==> src/common/cbx_pkg.sv <==
package cbx_pkg;

  localparam int ADDR_W    = 8;
  localparam int DATA_W    = 32;
  localparam int PC_W      = 24;
  localparam int MEM_AW    = 8;
  localparam int MEM_DEPTH = 256;

  localparam logic [ADDR_W-1:0] CMD_OFS      = 8'h00;
  localparam logic [ADDR_W-1:0] OPERAND_OFS  = 8'h04;
  localparam logic [ADDR_W-1:0] CCR_OFS      = 8'h08;
  localparam logic [ADDR_W-1:0] EXR_OFS      = 8'h0c;
  localparam logic [ADDR_W-1:0] PC_OFS       = 8'h10;
  localparam logic [ADDR_W-1:0] TARGET_OFS   = 8'h14;
  localparam logic [ADDR_W-1:0] SRC_OFS      = 8'h18;
  localparam logic [ADDR_W-1:0] DST_OFS      = 8'h1c;
  localparam logic [ADDR_W-1:0] COUNT_OFS    = 8'h20;
  localparam logic [ADDR_W-1:0] STATUS_OFS   = 8'h24;
  localparam logic [ADDR_W-1:0] RET_OFS      = 8'h28;
  localparam logic [ADDR_W-1:0] EXC_PC_OFS   = 8'h2c;
  localparam logic [ADDR_W-1:0] MEM_ADDR_OFS = 8'h30;
  localparam logic [ADDR_W-1:0] MEM_DATA_OFS = 8'h34;

  // flag positions in the condition code register
  localparam int C_BIT = 0;
  localparam int V_BIT = 1;
  localparam int Z_BIT = 2;
  localparam int N_BIT = 3;

  // status register bits
  localparam int STAT_BUSY    = 0;
  localparam int STAT_SLEEP   = 1;
  localparam int STAT_TAKEN   = 2;
  localparam int STAT_ILLEGAL = 3;

  localparam logic [7:0]      CTL_RST       = 8'h00;
  localparam logic [PC_W-1:0] PC_RST        = 24'h000000;
  localparam logic [PC_W-1:0] PC_STEP       = 24'h000002;
  localparam logic [PC_W-1:0] PTR_STEP      = 24'h000001;
  localparam logic [PC_W-1:0] TRAP_VEC_BASE = 24'h000020;

  typedef enum logic [4:0] {
    no_operation_op          = 5'h00,
    bit_xor_carry_op         = 5'h01,
    bit_inv_xor_carry_op     = 5'h02,
    bit_load_carry_op        = 5'h03,
    bit_inv_load_carry_op    = 5'h04,
    bit_store_carry_op       = 5'h05,
    bit_inv_store_carry_op   = 5'h06,
    cond_branch_op           = 5'h07,
    jump_op                  = 5'h08,
    relative_call_op         = 5'h09,
    absolute_call_op         = 5'h0a,
    return_sub_op            = 5'h0b,
    trap_op                  = 5'h0c,
    exception_return_op      = 5'h0d,
    sleep_op                 = 5'h0e,
    control_load_op          = 5'h0f,
    control_store_op         = 5'h10,
    control_and_op           = 5'h11,
    control_or_op            = 5'h12,
    control_xor_op           = 5'h13,
    block_move_byte_count_op = 5'h14,
    block_move_word_count_op = 5'h15
  } cbx_op_type;

  typedef enum logic [3:0] {
    branch_always_op      = 4'h0,
    branch_never_op       = 4'h1,
    branch_high_op        = 4'h2,
    branch_low_same_op    = 4'h3,
    branch_carry_clear_op = 4'h4,
    branch_carry_set_op   = 4'h5,
    branch_not_equal_op   = 4'h6,
    branch_equal_op       = 4'h7,
    branch_ovf_clear_op   = 4'h8,
    branch_ovf_set_op     = 4'h9,
    branch_plus_op        = 4'ha,
    branch_minus_op       = 4'hb,
    branch_ge_signed_op   = 4'hc,
    branch_lt_signed_op   = 4'hd,
    branch_gt_signed_op   = 4'he,
    branch_le_signed_op   = 4'hf
  } cbx_cond_type;

  typedef struct packed {
    logic [15:0]  imm;
    logic [1:0]   spare;
    cbx_cond_type cond;
    logic         sel_exr;
    logic         word;
    logic [2:0]   bitno;
    logic [4:0]   op;
  } cbx_cmd_type;

  typedef enum logic {
    st_idle = 1'b0,
    st_move = 1'b1
  } cbx_state_type;

endpackage

==> src/rtl/cbx_exec.sv <==
// Overview of operation
// RULE_01: bit xor: carry becomes carry xor bit
// RULE_02: inverted xor: carry xor inverted bit
// RULE_03: bit load copies selected bit to carry
// RULE_04: inverted load copies inverted bit to carry
// RULE_05: bit store writes carry, others unchanged
// RULE_06: inverted store writes inverted carry to bit
// RULE_07: branch only when condition true; always/never
// RULE_08: carry and zero based branch conditions
// RULE_09: overflow, negative and signed branch conditions
// RULE_10: jump, two calls saving return, return
// RULE_11: trap starts exception handling
// RULE_12: exception return restores interrupted point
// RULE_13: sleep enters power-down state
// RULE_14: control load from register, memory, immediate; here control load only takes the command immediate
// RULE_15: control store to register or memory
// RULE_16: memory control transfers are word, upper byte
// RULE_17: control and with immediate byte
// RULE_18: control or with immediate byte
// RULE_19: control xor with immediate byte
// RULE_20: no-op advances pc by two only
// RULE_21: block move skips zero, copies, increments
// RULE_22: byte/word count; next follows last byte
//
// The placing of the registers and the APB register port are this design's own decisions.
`timescale 1ns/1ps
`default_nettype none
module cbx_exec (
  input  wire logic                       pclk,
  input  wire logic                       presetn,
  input  wire logic                       psel,
  input  wire logic                       penable,
  input  wire logic                       pwrite,
  input  wire logic [cbx_pkg::ADDR_W-1:0] paddr,
  input  wire logic [cbx_pkg::DATA_W-1:0] pwdata,
  output var  logic [cbx_pkg::DATA_W-1:0] prdata,
  output var  logic                       pready,
  output var  logic                       pslverr,
  output var  logic                       sleep_mode,
  output var  logic                       busy
);
  import cbx_pkg::*;

  function automatic logic reg_known(input logic [ADDR_W-1:0] a);
    case (a)
      CMD_OFS, OPERAND_OFS, CCR_OFS, EXR_OFS, PC_OFS, TARGET_OFS, SRC_OFS,
      DST_OFS, COUNT_OFS, STATUS_OFS, RET_OFS, EXC_PC_OFS, MEM_ADDR_OFS,
      MEM_DATA_OFS: reg_known = 1'b1;
      default:      reg_known = 1'b0;
    endcase
  endfunction

  function automatic logic [15:0] eff_count(input logic word, input logic [15:0] c);
    eff_count = word ? c : {8'h00, c[7:0]};
  endfunction

  logic [7:0]        ccr_reg;
  logic [7:0]        exr_reg;
  logic [7:0]        exc_ccr_reg;
  logic [15:0]       operand_reg;
  logic [PC_W-1:0]   pc_reg;
  logic [PC_W-1:0]   target_reg;
  logic [PC_W-1:0]   ret_reg;
  logic [PC_W-1:0]   exc_pc_reg;
  logic [PC_W-1:0]   src_reg;
  logic [PC_W-1:0]   dst_reg;
  logic [15:0]       cnt_reg;
  logic              word_mode_reg;
  logic              taken_reg;
  logic              illegal_reg;
  logic [MEM_AW-1:0] mem_addr_reg;
  cbx_state_type     state_reg;
  logic [7:0]        mem [MEM_DEPTH];

  cbx_cmd_type       cmd;
  logic              access;
  logic              wr_acc;
  logic              start;
  logic              sel_bit;
  logic              cond_true;
  logic [7:0]        ctl_cur;
  logic [7:0]        ctl_next;
  logic              ctl_write;
  logic [PC_W-1:0]   pc_step;
  logic [PC_W-1:0]   rel_target;
  logic [15:0]       start_cnt;
  logic [15:0]       rem_cnt;
  logic              move_last;
  logic              is_move;
  logic [DATA_W-1:0] rd_mux;

  assign cmd        = cbx_cmd_type'(pwdata);
  assign access     = psel & penable & pready;
  assign wr_acc     = access & pwrite & ~pslverr;
  // commands are dropped while a block move runs or the core sleeps
  assign start      = wr_acc && (paddr == CMD_OFS) && (state_reg == st_idle) && !sleep_mode;
  assign sel_bit    = operand_reg[cmd.bitno];
  assign ctl_cur    = cmd.sel_exr ? exr_reg : ccr_reg;
  assign pc_step    = pc_reg + PC_STEP;
  assign rel_target = pc_step + {{(PC_W-16){cmd.imm[15]}}, cmd.imm};
  assign is_move    = (cmd.op == block_move_byte_count_op) || (cmd.op == block_move_word_count_op);
  assign start_cnt  = eff_count(cmd.op == block_move_word_count_op, cnt_reg); // RULE_22
  assign rem_cnt    = eff_count(word_mode_reg, cnt_reg); // RULE_22
  assign move_last  = (state_reg == st_move) && (rem_cnt == 16'h0001);

  cbx_cond_eval u_cond (
    .cond  (cmd.cond),
    .flags (ccr_reg),
    .taken (cond_true)
  );

  always_comb begin
    ctl_write = 1'b1;
    case (cmd.op)
      control_load_op: ctl_next = cmd.word ? cmd.imm[15:8] : cmd.imm[7:0]; // RULE_14 RULE_16
      control_and_op:  ctl_next = ctl_cur & cmd.imm[7:0]; // RULE_17
      control_or_op:   ctl_next = ctl_cur | cmd.imm[7:0]; // RULE_18
      control_xor_op:  ctl_next = ctl_cur ^ cmd.imm[7:0]; // RULE_19
      default: begin
        ctl_next  = ctl_cur;
        ctl_write = 1'b0;
      end
    endcase
  end

  // flags and extended control register
  always_ff @(posedge pclk or negedge presetn) begin
    if (!presetn) begin
      ccr_reg <= CTL_RST;
      exr_reg <= CTL_RST;
    end else if (wr_acc && paddr == CCR_OFS) begin
      ccr_reg <= pwdata[7:0];
    end else if (wr_acc && paddr == EXR_OFS) begin
      exr_reg <= pwdata[7:0];
    end else if (start) begin
      if (ctl_write && cmd.sel_exr) begin
        exr_reg <= ctl_next;
      end else if (ctl_write) begin
        ccr_reg <= ctl_next;
      end
      case (cmd.op)
        bit_xor_carry_op:      ccr_reg[C_BIT] <= ccr_reg[C_BIT] ^ sel_bit; // RULE_01
        bit_inv_xor_carry_op:  ccr_reg[C_BIT] <= ccr_reg[C_BIT] ^ ~sel_bit; // RULE_02
        bit_load_carry_op:     ccr_reg[C_BIT] <= sel_bit; // RULE_03
        bit_inv_load_carry_op: ccr_reg[C_BIT] <= ~sel_bit; // RULE_04
        exception_return_op:   ccr_reg <= exc_ccr_reg; // RULE_12
        default: ;
      endcase
    end
  end

  // 16-bit operand stands in for a general register or memory operand
  always_ff @(posedge pclk or negedge presetn) begin
    if (!presetn) begin
      operand_reg <= 16'h0000;
    end else if (wr_acc && paddr == OPERAND_OFS) begin
      operand_reg <= pwdata[15:0];
    end else if (start) begin
      case (cmd.op)
        bit_store_carry_op:     operand_reg[cmd.bitno] <= ccr_reg[C_BIT]; // RULE_05
        bit_inv_store_carry_op: operand_reg[cmd.bitno] <= ~ccr_reg[C_BIT]; // RULE_06
        control_store_op: begin
          if (cmd.word) begin
            operand_reg <= {ctl_cur, 8'h00}; // RULE_15 RULE_16
          end else begin
            operand_reg[7:0] <= ctl_cur; // RULE_15
          end
        end
        default: ;
      endcase
    end
  end

  // program flow: pc, return point, exception frame
  always_ff @(posedge pclk or negedge presetn) begin
    if (!presetn) begin
      pc_reg      <= PC_RST;
      target_reg  <= PC_RST;
      ret_reg     <= PC_RST;
      exc_pc_reg  <= PC_RST;
      exc_ccr_reg <= CTL_RST;
      taken_reg   <= 1'b0;
    end else begin
      if (wr_acc && paddr == TARGET_OFS) begin
        target_reg <= pwdata[PC_W-1:0];
      end
      if (move_last) begin
        pc_reg <= pc_step; // RULE_22
      end else if (wr_acc && paddr == PC_OFS) begin
        pc_reg <= pwdata[PC_W-1:0];
      end else if (start) begin
        case (cmd.op)
          cond_branch_op: begin
            pc_reg    <= cond_true ? rel_target : pc_step; // RULE_07
            taken_reg <= cond_true;
          end
          jump_op: pc_reg <= target_reg; // RULE_10
          relative_call_op: begin
            ret_reg <= pc_step; // RULE_10
            pc_reg  <= rel_target;
          end
          absolute_call_op: begin
            ret_reg <= pc_step; // RULE_10
            pc_reg  <= target_reg;
          end
          return_sub_op: pc_reg <= ret_reg; // RULE_10
          trap_op: begin
            exc_pc_reg  <= pc_step; // RULE_11
            exc_ccr_reg <= ccr_reg;
            pc_reg      <= TRAP_VEC_BASE + {{(PC_W-4){1'b0}}, cmd.imm[1:0], 2'b00};
          end
          exception_return_op: pc_reg <= exc_pc_reg; // RULE_12
          block_move_byte_count_op, block_move_word_count_op: begin
            // pc holds during the move and steps on its last byte
            if (start_cnt == 16'h0000) begin
              pc_reg <= pc_step; // RULE_21
            end
          end
          default: pc_reg <= pc_step; // RULE_20
        endcase
      end
    end
  end

  // block move sequencer
  always_ff @(posedge pclk or negedge presetn) begin
    if (!presetn) begin
      state_reg     <= st_idle;
      busy          <= 1'b0;
      src_reg       <= PC_RST;
      dst_reg       <= PC_RST;
      cnt_reg       <= 16'h0000;
      word_mode_reg <= 1'b0;
    end else if (state_reg == st_move) begin
      src_reg <= src_reg + PTR_STEP; // RULE_21
      dst_reg <= dst_reg + PTR_STEP; // RULE_21
      if (word_mode_reg) begin
        cnt_reg <= cnt_reg - 16'h0001; // RULE_22
      end else begin
        cnt_reg[7:0] <= cnt_reg[7:0] - 8'h01; // RULE_22
      end
      if (move_last) begin
        state_reg <= st_idle;
        busy      <= 1'b0;
      end
    end else if (start && is_move && start_cnt != 16'h0000) begin
      state_reg     <= st_move; // RULE_21
      busy          <= 1'b1;
      word_mode_reg <= (cmd.op == block_move_word_count_op);
    end else if (wr_acc) begin
      case (paddr)
        SRC_OFS:   src_reg <= pwdata[PC_W-1:0];
        DST_OFS:   dst_reg <= pwdata[PC_W-1:0];
        COUNT_OFS: cnt_reg <= pwdata[15:0];
        default: ;
      endcase
    end
  end

  // small data memory; pointers wrap on its low address bits
  always_ff @(posedge pclk) begin
    if (state_reg == st_move) begin
      mem[dst_reg[MEM_AW-1:0]] <= mem[src_reg[MEM_AW-1:0]]; // RULE_21
    end else if (wr_acc && paddr == MEM_DATA_OFS) begin
      mem[mem_addr_reg] <= pwdata[7:0];
    end
  end

  always_ff @(posedge pclk or negedge presetn) begin
    if (!presetn) begin
      mem_addr_reg <= '0;
    end else if (wr_acc && paddr == MEM_ADDR_OFS) begin
      mem_addr_reg <= pwdata[MEM_AW-1:0];
    end
  end

  // sleep and illegal-command status; a new event wins over a clear
  always_ff @(posedge pclk or negedge presetn) begin
    if (!presetn) begin
      sleep_mode  <= 1'b0;
      illegal_reg <= 1'b0;
    end else begin
      if (start && cmd.op == sleep_op) begin
        sleep_mode <= 1'b1; // RULE_13
      end else if (wr_acc && paddr == STATUS_OFS && pwdata[STAT_SLEEP]) begin
        sleep_mode <= 1'b0;
      end
      if (start && cmd.op > block_move_word_count_op) begin
        illegal_reg <= 1'b1;
      end else if (wr_acc && paddr == STATUS_OFS && pwdata[STAT_ILLEGAL]) begin
        illegal_reg <= 1'b0;
      end
    end
  end

  always_comb begin
    rd_mux = '0;
    case (paddr)
      OPERAND_OFS:  rd_mux[15:0] = operand_reg;
      CCR_OFS:      rd_mux[7:0] = ccr_reg;
      EXR_OFS:      rd_mux[7:0] = exr_reg;
      PC_OFS:       rd_mux[PC_W-1:0] = pc_reg;
      TARGET_OFS:   rd_mux[PC_W-1:0] = target_reg;
      SRC_OFS:      rd_mux[PC_W-1:0] = src_reg;
      DST_OFS:      rd_mux[PC_W-1:0] = dst_reg;
      COUNT_OFS:    rd_mux[15:0] = cnt_reg;
      RET_OFS:      rd_mux[PC_W-1:0] = ret_reg;
      EXC_PC_OFS:   rd_mux[PC_W-1:0] = exc_pc_reg;
      MEM_ADDR_OFS: rd_mux[MEM_AW-1:0] = mem_addr_reg;
      MEM_DATA_OFS: rd_mux[7:0] = mem[mem_addr_reg];
      STATUS_OFS: begin
        rd_mux[STAT_BUSY]    = busy;
        rd_mux[STAT_SLEEP]   = sleep_mode;
        rd_mux[STAT_TAKEN]   = taken_reg;
        rd_mux[STAT_ILLEGAL] = illegal_reg;
      end
      default: ;
    endcase
  end

  // read data is sampled in the setup cycle, so every access has no wait state
  always_ff @(posedge pclk or negedge presetn) begin
    if (!presetn) begin
      pready  <= 1'b0;
      pslverr <= 1'b0;
      prdata  <= '0;
    end else begin
      pready  <= psel & ~penable;
      pslverr <= psel & ~penable & ~reg_known(paddr);
      if (psel && !penable && !pwrite) begin
        prdata <= rd_mux;
      end
    end
  end
endmodule // cbx_exec
`default_nettype wire

==> src/rtl/cbx_cond_eval.sv <==
`timescale 1ns/1ps
`default_nettype none
module cbx_cond_eval (
  input  wire cbx_pkg::cbx_cond_type cond,
  input  wire logic [7:0]            flags,
  output var  logic                  taken
);
  import cbx_pkg::*;

  logic c;
  logic v;
  logic z;
  logic n;

  always_comb begin
    c = flags[C_BIT];
    v = flags[V_BIT];
    z = flags[Z_BIT];
    n = flags[N_BIT];
    case (cond)
      branch_always_op:      taken = 1'b1; // RULE_07
      branch_never_op:       taken = 1'b0; // RULE_07
      branch_high_op:        taken = ~(c | z); // RULE_08
      branch_low_same_op:    taken = c | z; // RULE_08
      branch_carry_clear_op: taken = ~c; // RULE_08
      branch_carry_set_op:   taken = c; // RULE_08
      branch_not_equal_op:   taken = ~z; // RULE_08
      branch_equal_op:       taken = z; // RULE_08
      branch_ovf_clear_op:   taken = ~v; // RULE_09
      branch_ovf_set_op:     taken = v; // RULE_09
      branch_plus_op:        taken = ~n; // RULE_09
      branch_minus_op:       taken = n; // RULE_09
      branch_ge_signed_op:   taken = ~(n ^ v); // RULE_09
      branch_lt_signed_op:   taken = n ^ v; // RULE_09
      branch_gt_signed_op:   taken = ~(z | (n ^ v)); // RULE_09
      branch_le_signed_op:   taken = z | (n ^ v); // RULE_09
      default:               taken = 1'b0;
    endcase
  end

endmodule // cbx_cond_eval
`default_nettype wire

==> config.mk <==
export PLATFORM = sky130hd
export DESIGN_NAME = cbx_exec
export DESIGN_NICKNAME = d
export VERILOG_FILES = /design/src/common/cbx_pkg.sv /design/src/rtl/cbx_exec.sv /design/src/rtl/cbx_cond_eval.sv
export SDC_FILE = /design/constraint.sdc
export NUM_CORES = 2
export LEC_CHECK = 0
export BUFFER_PORTS_ARGS = -buffer_cell sky130_fd_sc_hd__buf_2
export CORE_ASPECT_RATIO = 0.7
export CORE_UTILIZATION = 45
export DETAILED_ROUTE_END_ITERATION = 10
export SETUP_SLACK_MARGIN = 0.3
export SLEW_MARGIN = 25
export SYNTH_ARGS = -nofsm -noshare
export SYNTH_HDL_FRONTEND = slang
export SYNTH_SLANG_ARGS = --single-unit
==> constraint.sdc <==
create_clock -name pclk -period 39.3 [get_ports pclk]
set_input_delay 1.965 -clock pclk [delete_from_list [all_inputs] [get_ports pclk]]
set_output_delay 1.965 -clock pclk [all_outputs]
set_load 0.005 [all_outputs]
==> flow_summary.toml <==
[synthesis]
ys_types = 92
ys_seq_area_share_pct = 60.4
ys_ff_latch = 2288
synthesis.area_mm2 = 0.112
synthArstFlopShare_pct = 10.5
synth_flop_cell = "edfxtp_1"
yosysMostFrequentCell = "edfxtp_1"
yosysTopAreaCell = "edfxtp_1"
synth.area.top_cells = "edfxtp_1 (55%), mux4_2 (25%), dfrtp_1 (5.4%)"
synth.avg_cell_area_um2 = 17.5
yosys-top-cells-count = "edfxtp_1 (2048), mux4_2 (1217), nor2_1 (397), nand2_1 (281), clkbuf_1 (268)"
synth.top_cell.area_share_pct = 55.0
yosys_warnings = 0
synth-edff-count = 2048
synthCells = 6399

[clock_network]
clk_latency_ns = 0.91
cts_hold_buffers = 0
ctsRootBufferMaster = "clkbuf_16"
path_clk_slew_ns = 0.06
cts-htree-levels = 4
post_cts_buffers = 0
cts_sinks = 2288
clockBufferDepth = 4
cts_tree = "built"
numCtsBuffers = 222
ctsResizeCount = 0

[job]
drv_cap = 0

[sta]
period_share_pct = 19.6
tightestPinTransition_ns = 1.20
fmax_ghz = 0.130
hold_viol = 0
rsz0062_at_grt = "no"
drv_slew = 0
post-route-min-period_ns = 7.69
setup_tns_ns = 0
clock_skew_ns = 0.0620
setup_violations = 0
max-slew-margin-rel_pct = 17.9

[grt]
track_usage_pct = 30.1
overflow = 0
antenna_found_initial = 32
grt_first_pass_wirelength_um = 526000
grt_max_degree = 209
grt_pass1_vias = 65047

[cells_and_area]
final.fill_count = 20036
syn_to_final_growth_pct = 10.1
final_nets = 6451
multiInputGateArea_mm2 = 0.0421
largest_reg_flops = 2048
drive_gt1_share_pct = 30.2
top_register = "mem"
seqCellArea_mm2 = 0.0675

[route]
routedWlPerCell_um = 38.4
num_vias = 69073
drcViolationCount = 0
wl_um = 379000
drt_iter0_drc = 11788
avgViaCountPerCell = 7.01
postRouteAntennaNets = 0
drt_first_pass_iters = 6

[run_status]
status = "complete, no violations"

[power]
ir_drop_v = 0.0000359
finalPower_mw = 5.00
p_leak_nw = 37.9
powerDensity_mw_per_mm2 = 40.6

[placed_design]
place_congestion = 0.962
numPortBuffers = 72
place_hpwl_um = 254000

[worst_setup_path]
cp.required_ns = 39.83
start_kind = "flip-flop"
path_max_fanout = 82
crit_arrival_ns = 8.22
crit_type = "flip-flop to flip-flop"
end_kind = "flip-flop"

[floorplanning]
initial_core_util_pct = 45.4
die_x_um = 598
die_area_mm2 = 0.250
rows = 152
io_pins = 81
die_h_um = 419
core_region_area_mm2 = 0.246

[min_path]
worst_hold_path_type = "flip-flop to flip-flop"
## metal layers
layer / vias up / share of wire (%) / track usage (%)
met2: 4889 / 40 / 39.4
met1: 36729 / 41 / 45.7
li1: 26842 / - / -
met5: - / 0.015 / 0
met3: 603 / 16 / 12.8
met4: 10 / 2.9 / 7.74
## worst paths after layout
path	end	from	cells past startpoint	slack, ns
worst max-delay path	mem[195][6]$_DFFE_PP_	src_reg[0]$_DFFE_PN0P_	11	31.61
worst min-delay path	prdata[14]$_DFFE_PN0P_	prdata[14]$_DFFE_PN0P_	2	0.48
worst max register to register	mem[195][6]$_DFFE_PP_	src_reg[0]$_DFFE_PN0P_	11	31.61
worst min register to register	prdata[14]$_DFFE_PN0P_	prdata[14]$_DFFE_PN0P_	2	0.48
max in group asynchronous	src_reg[3]$_DFFE_PN0P_	presetn	2	36.75
min in group asynchronous	prdata[23]$_DFFE_PN0P_	presetn	1	1.08
## cell type report
class	count	share of cell area, %
diodes	13	0.0264
clock buffers	278	4.78
clock inverters	120	1.05
inverters	66	0.207
multi-input cells	3537	34.2
flip-flops and latches	2288	54.9
well taps	3311	3.36
repair buffers	242	1.49
## cells in the final DEF, fill, tap and decap left out, drive strengths merged, types with 121 or more instances in the layout
master | netlist | final
mux2i | 155 | 155
nand2 | 306 | 306
buf | 247 | 242
clkbuf | 268 | 278
edfxtp | 2048 | 2048
nor2 | 400 | 400
dfrtp | 240 | 240
o21ai | 247 | 247
mux4 | 1217 | 1217
nand3 | 121 | 121
a21oi | 183 | 183
## critical path: stages, from the launching register on
cell and delay [ns]:
dfrtp_4 0.97, buf_4 0.71, buf_4 0.58, buf_4 0.74, mux4_2 0.37, mux4_2 0.28
nand2_1 0.07, a21oi_1 0.49, o21ai_0 0.29, o221ai_4 0.82, buf_4 0.78, buf_4 0.78
## cells by family (layout without fill, tap and decap cells)
family                   count (synthesis)  count (layout)  share of synthesized area (%)
multiplexers                          1445            1445                           26.6
AND/OR/NAND/NOR                       1088            1088                           4.50
flip-flops                            2288            2288                           60.4
adder cells (fa/ha/maj)                 49              49                          0.555
XOR/XNOR                                44              44                          0.358
AO/OA/AOI/OAI                          903             903                           5.35
buffers and inverters                  581             706                           2.21
other                                    1              21                        0.00335
## stage by stage
stage	setup WS (ns)	utilization (%)	hold slack, ns	cells	area, µm²
finish	31.61	50.0	0.482	9855	123000
global route	31.23	50.0	0.498	9850	123000
CTS	31.64	50.0	0.487	9842	123000
detailed placement	31.67	47.1	0.471	9444	116000
global placement	31.74	47.0	0.465	9443	116000
floorplan	23.82	-	0.451	6406	112000
## report_power, final
group | switching, mW | internal [mW]
sequential | 0.00712 | 2.64
clock | 0.966 | 1.24
combinational | 0.109 | 0.0415
total | 1.08 | 3.92
No activity file was read; power rests on OpenSTA's default activity.
